$ cat src/rtl/pwr_state_pkg.sv
// Purpose: Constants and types for the memory power-state tracker
// Assumes: 100 MHz sys_clk; pins sampled synchronously on rising edges
// Notes:   Timing figures are plain defaults, not any part's values
//
// Overview of operation
// RULE_01: Power-down entry on CKE high-to-low with chip select high.
// RULE_02: Controller keeps CKE high during mode register, read, write.
// RULE_03: Entry allowed mid activate/precharge/refresh; low current after finish.
// RULE_04: Power-down is idle if all banks idle, otherwise active.
// RULE_05: In power-down only clock and CKE heard; other inputs ignored.
// RULE_06: Controller holds CKE each level at least the minimum pulse time.
// RULE_07: No refresh inside power-down; controller bounds its stay.
// RULE_08: Exit on CKE high; executable commands only after exit latency.
// RULE_09: Clock may stop in power-down; stable two cycles before exit.
// RULE_10: Read to power-down entry spacing kept by the controller.
// RULE_11: Write to power-down entry spacing kept by the controller.
// RULE_12: Activate, precharge, refresh to entry spacing kept by controller.
// RULE_13: Mode register read to entry spacing kept by the controller.
// RULE_14: Mode register write to entry spacing kept by the controller.
// RULE_15: Deep power-down on CKE falling with chip select low, CA 1,1,0.
// RULE_16: Banks idle, bus quiet, CKE low throughout deep power-down.
// RULE_17: Deep power-down shuts buffers and supplies; array may be lost.
// RULE_18: Deep power-down exit on CKE high; full initialisation needed.
// RULE_19: Clock stop with CKE low after activates and precharges complete.
// RULE_20: Only refresh may run while clock stopped; clock valid before exit.
// RULE_21: Stopped clock held with true line low, complement high.
// RULE_22: Clock change with CKE high; usable after two cycles plus tXP.
// RULE_23: Chip select and CKE sampled only on rising edges.
// RULE_24: NOP is chip select high, or low with CA0..CA2 all high.
// RULE_25: Deep power-down exit detected on CKE rise, not a command.
package pwr_state_pkg;

  localparam int unsigned CLK_PERIOD_PS = 10000;
  // Exit latency and background operation time, picoseconds
  localparam int unsigned T_XP_PS      = 7500;
  localparam int unsigned T_BGOP_PS    = 90000;
  // Exit latency rounds up (least time)
  localparam int unsigned XP_CYC_INT =
    (T_XP_PS + CLK_PERIOD_PS - 1) / CLK_PERIOD_PS;
  localparam int unsigned BG_CYC_INT =
    (T_BGOP_PS + CLK_PERIOD_PS - 1) / CLK_PERIOD_PS;
  localparam int unsigned CLK_OK_CYC_INT = 2;
  localparam logic [7:0] XP_CYC     = 8'(XP_CYC_INT);
  localparam logic [7:0] BG_CYC     = 8'(BG_CYC_INT);
  localparam logic [7:0] CLK_OK_CYC = 8'(CLK_OK_CYC_INT);
  localparam int unsigned NUM_BANKS = 8;

  // Power states, one-hot
  typedef enum logic [3:0] {
    ST_ACTIVE = 4'h1,
    ST_PD     = 4'h2,
    ST_DPD    = 4'h4,
    ST_EXIT   = 4'h8
  } pwr_state_type;

  // Pin group sampled at each rising edge
  typedef struct packed {
    logic       cke;
    logic       cs_b;
    logic [2:0] ca;
  } cmd_pins_type;

  // Status outputs
  typedef struct packed {
    logic in_pd;
    logic pd_active;
    logic pd_low_power;
    logic in_dpd;
    logic need_init;
    logic cmd_ready;
    logic buf_en;
    logic array_valid;
  } pwr_status_type;

  localparam pwr_status_type STATUS_RST = '{
    in_pd: 1'b0, pd_active: 1'b0, pd_low_power: 1'b0, in_dpd: 1'b0,
    need_init: 1'b1, cmd_ready: 1'b0, buf_en: 1'b1, array_valid: 1'b0};

endpackage

$ cat src/rtl/pwr_state_ctl.sv
// Purpose: Power-down and deep power-down state tracking of the memory
// Assumes: All pins synchronous to sys_clk; one rising edge per sample
// Notes:   Other command decoding lives elsewhere; banks reported by core
`timescale 1ns/1ps
module pwr_state_ctl (
  input  wire logic                           sys_clk,
  input  wire logic                           rst_b,
  input  wire logic                           clk_en,
  input  wire pwr_state_pkg::cmd_pins_type    pins,
  input  wire logic [pwr_state_pkg::NUM_BANKS-1:0] bank_open,
  input  wire logic                           bg_start,
  input  wire logic                           init_done,
  output pwr_state_pkg::pwr_status_type       status
);

  typedef struct packed {
    pwr_state_pkg::pwr_state_type   st;
    logic                           cke_prev;
    logic [7:0]                     cnt;
    logic [7:0]                     bg_cnt;
    pwr_state_pkg::pwr_status_type  stat;
  } state_type;

  state_type cur_q;
  state_type cur_d;
  logic      is_nop;
  logic      pd_entry;
  logic      dpd_entry;
  logic      bg_busy;

  // Command-level decode on the sampled pins
  always_comb
  begin
    is_nop    = pins.cs_b | (pins.ca == 3'h7); // RULE_24
    pd_entry  = cur_q.cke_prev & ~pins.cke & pins.cs_b; // RULE_01 RULE_23
    dpd_entry = cur_q.cke_prev & ~pins.cke & ~pins.cs_b
                & (pins.ca == 3'h3); // RULE_15
    bg_busy   = (cur_q.bg_cnt != 8'h00);
  end

  // Next-state logic
  always_comb
  begin
    cur_d = cur_q;
    cur_d.cke_prev = pins.cke; // RULE_23
    // Background row/refresh work finishes even in power-down
    if (bg_start && cur_q.st == pwr_state_pkg::ST_ACTIVE)
    begin
      cur_d.bg_cnt = pwr_state_pkg::BG_CYC; // RULE_03
    end
    else if (bg_busy)
    begin
      cur_d.bg_cnt = cur_q.bg_cnt - 8'h01; // RULE_03
    end
    unique case (cur_q.st)
      pwr_state_pkg::ST_ACTIVE:
      begin
        cur_d.stat.cmd_ready = 1'b1;
        if (init_done)
        begin
          cur_d.stat.need_init = 1'b0;
          cur_d.stat.array_valid = 1'b1;
        end
        if (dpd_entry)
        begin
          cur_d.st = pwr_state_pkg::ST_DPD;
          cur_d.stat.in_dpd = 1'b1;
          cur_d.stat.buf_en = 1'b0; // RULE_17
          cur_d.stat.array_valid = 1'b0; // RULE_17
          cur_d.stat.need_init = 1'b1; // RULE_18
          cur_d.stat.cmd_ready = 1'b0;
          cur_d.bg_cnt = 8'h00;
        end
        else if (pd_entry)
        begin
          cur_d.st = pwr_state_pkg::ST_PD;
          cur_d.stat.in_pd = 1'b1;
          cur_d.stat.pd_active = |bank_open; // RULE_04
          cur_d.stat.buf_en = 1'b0; // RULE_05
          cur_d.stat.cmd_ready = 1'b0;
          cur_d.stat.pd_low_power = 1'b0;
        end
      end
      pwr_state_pkg::ST_PD:
      begin
        // Only CKE is heard; low current once background work ends
        cur_d.stat.pd_low_power = ~bg_busy; // RULE_03 RULE_07
        if (pins.cke)
        begin
          cur_d.st = pwr_state_pkg::ST_EXIT; // RULE_08
          cur_d.cnt = pwr_state_pkg::XP_CYC;
          cur_d.stat.in_pd = 1'b0;
          cur_d.stat.pd_low_power = 1'b0;
          cur_d.stat.buf_en = 1'b1;
        end
      end
      pwr_state_pkg::ST_DPD:
      begin
        if (pins.cke)
        begin
          // Level seen on CKE alone, no command decode
          cur_d.st = pwr_state_pkg::ST_EXIT; // RULE_25 RULE_18
          cur_d.cnt = pwr_state_pkg::XP_CYC + pwr_state_pkg::CLK_OK_CYC; // RULE_22
          cur_d.stat.in_dpd = 1'b0;
          cur_d.stat.buf_en = 1'b1;
        end
      end
      pwr_state_pkg::ST_EXIT:
      begin
        // Commands refused until exit latency has run out
        if (cur_q.cnt <= 8'h01)
        begin
          cur_d.st = pwr_state_pkg::ST_ACTIVE; // RULE_08
          cur_d.cnt = 8'h00;
          cur_d.stat.pd_active = 1'b0;
          cur_d.stat.cmd_ready = 1'b1;
        end
        else
        begin
          cur_d.cnt = cur_q.cnt - 8'h01;
        end
      end
      default:
      begin
        cur_d.st = pwr_state_pkg::ST_ACTIVE;
      end
    endcase
    if (!is_nop && cur_q.st == pwr_state_pkg::ST_EXIT)
    begin
      cur_d.stat.cmd_ready = 1'b0; // RULE_08
    end
  end

  // State register with clock enable
  always_ff @(posedge sys_clk)
  begin
    if (!rst_b)
    begin
      cur_q.st       <= pwr_state_pkg::ST_ACTIVE;
      cur_q.cke_prev <= 1'b0;
      cur_q.cnt      <= 8'h00;
      cur_q.bg_cnt   <= 8'h00;
      cur_q.stat     <= pwr_state_pkg::STATUS_RST;
    end
    else if (clk_en)
    begin
      cur_q <= cur_d;
    end
  end

  assign status = cur_q.stat;

endmodule

$ cat config.mk
export PLATFORM = sky130hd
export DESIGN_NAME = pwr_state_ctl
export DESIGN_NICKNAME = d
export VERILOG_FILES = /design/src/rtl/pwr_state_pkg.sv /design/src/rtl/pwr_state_ctl.sv
export SDC_FILE = /design/constraint.sdc
export NUM_CORES = 1
export LEC_CHECK = 0
export BUFFER_PORTS_ARGS = -buffer_cell sky130_fd_sc_hd__clkbuf_2
export CAP_MARGIN = 25
export CORE_MARGIN = 4
export CORE_UTILIZATION = 38
export CTS_BUF_LIST = sky130_fd_sc_hd__clkbuf_16
export DETAILED_ROUTE_END_ITERATION = 7
export GPL_ROUTABILITY_DRIVEN = 1
export GPL_TIMING_DRIVEN = 0
export PLACE_DENSITY = 0.67
export SKIP_CTS_REPAIR_TIMING = 1
export SYNTH_ARGS = -nofsm -noshare
export SYNTH_HDL_FRONTEND = slang
export SYNTH_SLANG_ARGS = --single-unit
$ cat constraint.sdc
create_clock -name sys_clk -period 4.1 [get_ports sys_clk]
set_input_delay 0.615 -clock sys_clk [delete_from_list [all_inputs] [get_ports sys_clk]]
set_output_delay 0.615 -clock sys_clk [all_outputs]
set_load 0.02 [all_outputs]
==> results.md <==
* GPL Wtd Cong at just over 0.8
* First-pass GRT wire length at 7.30 mm
* Initial Util at 39.7%
* Xor and xnor area share after synthesis at less than 1%
* TritonCTS Buffers at 5
* Ratio of cells with drive above 1 in the final layout at 20.2%
* YS warnings at 0
* WP buf/inv at 2
* Least-Margin Pin Slew at ~0.87 ns
* Final wirelength at around 4.4 mm
* FF-to-FF Start: cur_q[27]
* Grt ovf at 0
* Area of the mapped netlist at 0.00175 mm2
* H-Tree Depth at 2
* Setup CP Type: reg -> reg
* Avg Vias per Cell at 5.88
* TNS Setup at 0 ns
* Period minus WS final at between 2 and 2.5 ns
* RSZ-0062 raised after global routing: false
* DRT iter0 DRCs at between 200 and 250
* Post-synthesis compound-gate area fraction at 24.5%
* Period utilization at a little over half
* Vias in the first global route at 1544
* PD cells at about 450 mW/mm2
* # setup viols final at 0
* Peak fanout along the critical path at 10
* Slowest cell on the critical path: o31ai_1
* Multi-input gate area at 0.00103 mm2
* Max clock buf depth at 2
* Core area at 0.00441 mm2
* Detailed placement HPWL at 3.18 mm
* Number of synthesized register bits at 29
* DRT Pass-1 Iters at 4
* Worst clock skew at 0.00598 ns
* Number of placement rows at 24
* Achievable Freq at 0.453 GHz
* Crit path cell chain: buf_2 > xor2_1 > a31oi_1 > clkbuf_1 > o31ai_1 > a21oi_1
* Placement Cell Area at 0.00194 mm2
* Ant diodes at 0
* Relative slew margins at 41.4%
* Number of flops mapped to enable cells by yosys at 0
* Max incr delay on CP at 0.77 ns
* Die Wd at 75.9 um
* Gr usage total at 15.2%
* Synth Instances at 211
* Fillers at 457
* Avg Inst Size Synth at roughly 8.3 um2
* Hold Fails Final Rpt at 0
* Main combinational cell family by area after synthesis: simple AND/OR/NAND/NOR gates
* Slew Viols, Final at 0
* WP data required at 4.22 ns
* Post-Synth Adder-Cell Area at 2.85%
* CP top delay family: compound AO/OA/AOI/OAI gates
* HP Class: reg -> reg
* Initial antenna violation count at 0
* Die ar. at 0.00577 mm2
* Die Y at 75.9 um
* Detail Route Antenna Nets at 0
* Most common flop cell mapped by yosys: dfxtp_1
* Fin nets at 264
* Reg clk slew, reported paths at 0.05 ns
* Layout area overhead at 18.1%
* Reg2reg setup slack at 1.89 ns
* CTS tree: done
* Leakage power at roughly 0.85 nW
* IO Pins at 26
* Crit. End Element: flop
* Vias at 1729
* Setup crit start: cur_q[27]
* Simple-gate share of the synthesized area at about 28%
* Post-Syn Nets at 233
* Root Buffer: clkbuf_16
* Crit path launch type: flop
* VDD IR-drop max at 0.166 mV
* Max Cap Viol at 0
* Flip-flop and latch area at 581 um2
* Cell variety after synth at 51
* Status: finished, final reports clean
* Clk sinks at 29
* Later-pin clock latency in the skew report at 0.28 ns
* Pin count of the biggest net entering global routing at 11
* Drc violations at 0
* Port bufs at 24
* Seq/Total Area, Yosys at between 30% and 40%
* WP data arrival at 2.33 ns
* HP Start: status[5]
* Ys async rst share at 0%
* Avg WL per Cell at between 15 and 20 um
* Finished Cell Area at 0.00207 mm2
* Mux contribution to synthesized area at 2.28%
layout by cell type, fill, tap and decap left out, types with 4 or more instances in the layout:
cell type / instances
mux2i_1: 4
or4_1: 12
clkbuf_1: 8
inv_1: 10
o21ai_0: 10
buf_4: 8
nor2b_1: 4
nand2_1: 16
clkbuf_2: 24
clkbuf_16: 5
dfxtp_1: 29
buf_2: 4
nor2_1: 8
a31oi_1: 4
nor3_1: 6
ha_1: 4
o31ai_1: 10
nor4_1: 4
a21oi_1: 16
nand3_1: 7
kinds of logic (layout without fill, tap and decap cells):
logic type,after synthesis,in the layout
adders and majority gates,4,4
and+or+nand+nor,80,80
xor gates and xnor gates,2,2
buffers and inverters,29,60
DFF,29,29
AOI/OAI and AO/OA,63,63
muxes,4,4
per-stage QoR:
step	cells	hold slack, ns	power (mW)	utilization, %	setup slack, ns
3_5_place_dp	287	0.460	0.604	43.9	1.76
6_report	294	0.464	0.939	46.9	1.89
2_1_floorplan	211	0.435	0.537	-	2.28
4_1_cts	294	0.470	0.938	46.9	1.94
5_1_grt	294	0.498	0.986	46.9	1.69
3_3_place_gp	287	0.448	0.599	43.9	1.76
cell usage after synthesis (all sizes together) (3+ instances only):
cell     count  area share [%]
o2111ai      3             1.5
nand2       16             3.4
clkbuf       8             1.7
nor3b        3             1.3
mux2i        4             2.3
o21ai       11             3.1
nor3         6             1.7
or4         13             5.8
a31oi        4             1.4
or3          3             1.1
nor2         8             1.7
dfxtp       29              33
nor4         4             1.4
o31ai       10             4.3
inv          9             1.9
nand3b       3             1.3
nand3        7             2.0
nor2b        4             1.4
a21oi       17             5.1
buf         12             4.6
ha           4             2.9
per-layer routing:
| layer | global-route usage (%) | wire length, um | vias to the layer above |
|---|---|---|---|
| met5 | 0 | 0 | - |
| met3 | 5.21 | 246 | 10 |
| li1 | - | - | 861 |
| met2 | 21.9 | 1870 | 51 |
| met4 | 6.05 | 85 | 0 |
| met1 | 20.7 | 2220 | 807 |
path summary, 6_finish.rpt:
path | cells past startpoint | endpoint
min | 2 | status[5]
max reg2reg | 6 | cur_q[22]
min reg2reg | 2 | status[5]
max | 6 | cur_q[22]
state kept, by name, summed over array words and instances (netlist names):
name and count:
cur_q 21, status 8
where the power goes:
part	switching, mW	total [mW]	leakage (nW)	internal, mW
sequential	0.0245	0.334	0.236	0.309
combinational	0.158	0.270	0.543	0.112
clock	0.119	0.335	0.0685	0.216
area by class of cell:
cell class	instances	share of cell area [%]
Buffer	20	5.31
Clock buffer	5	6.04
Clock inverter	2	0.362
Inverter	9	1.63
Multi-Input combinational cell	153	49.7
Sequential cell	29	28.0
Tap cell	52	3.14
Timing Repair Buffer	24	5.80
worst min-delay path, cell delays in order, from the launching register on:
cell and delay [ns]:
dfxtp_1 0.30, nand2_1 0.05, mux2i_1 0.06
Note: power is estimated with default switching activity, not from simulation.
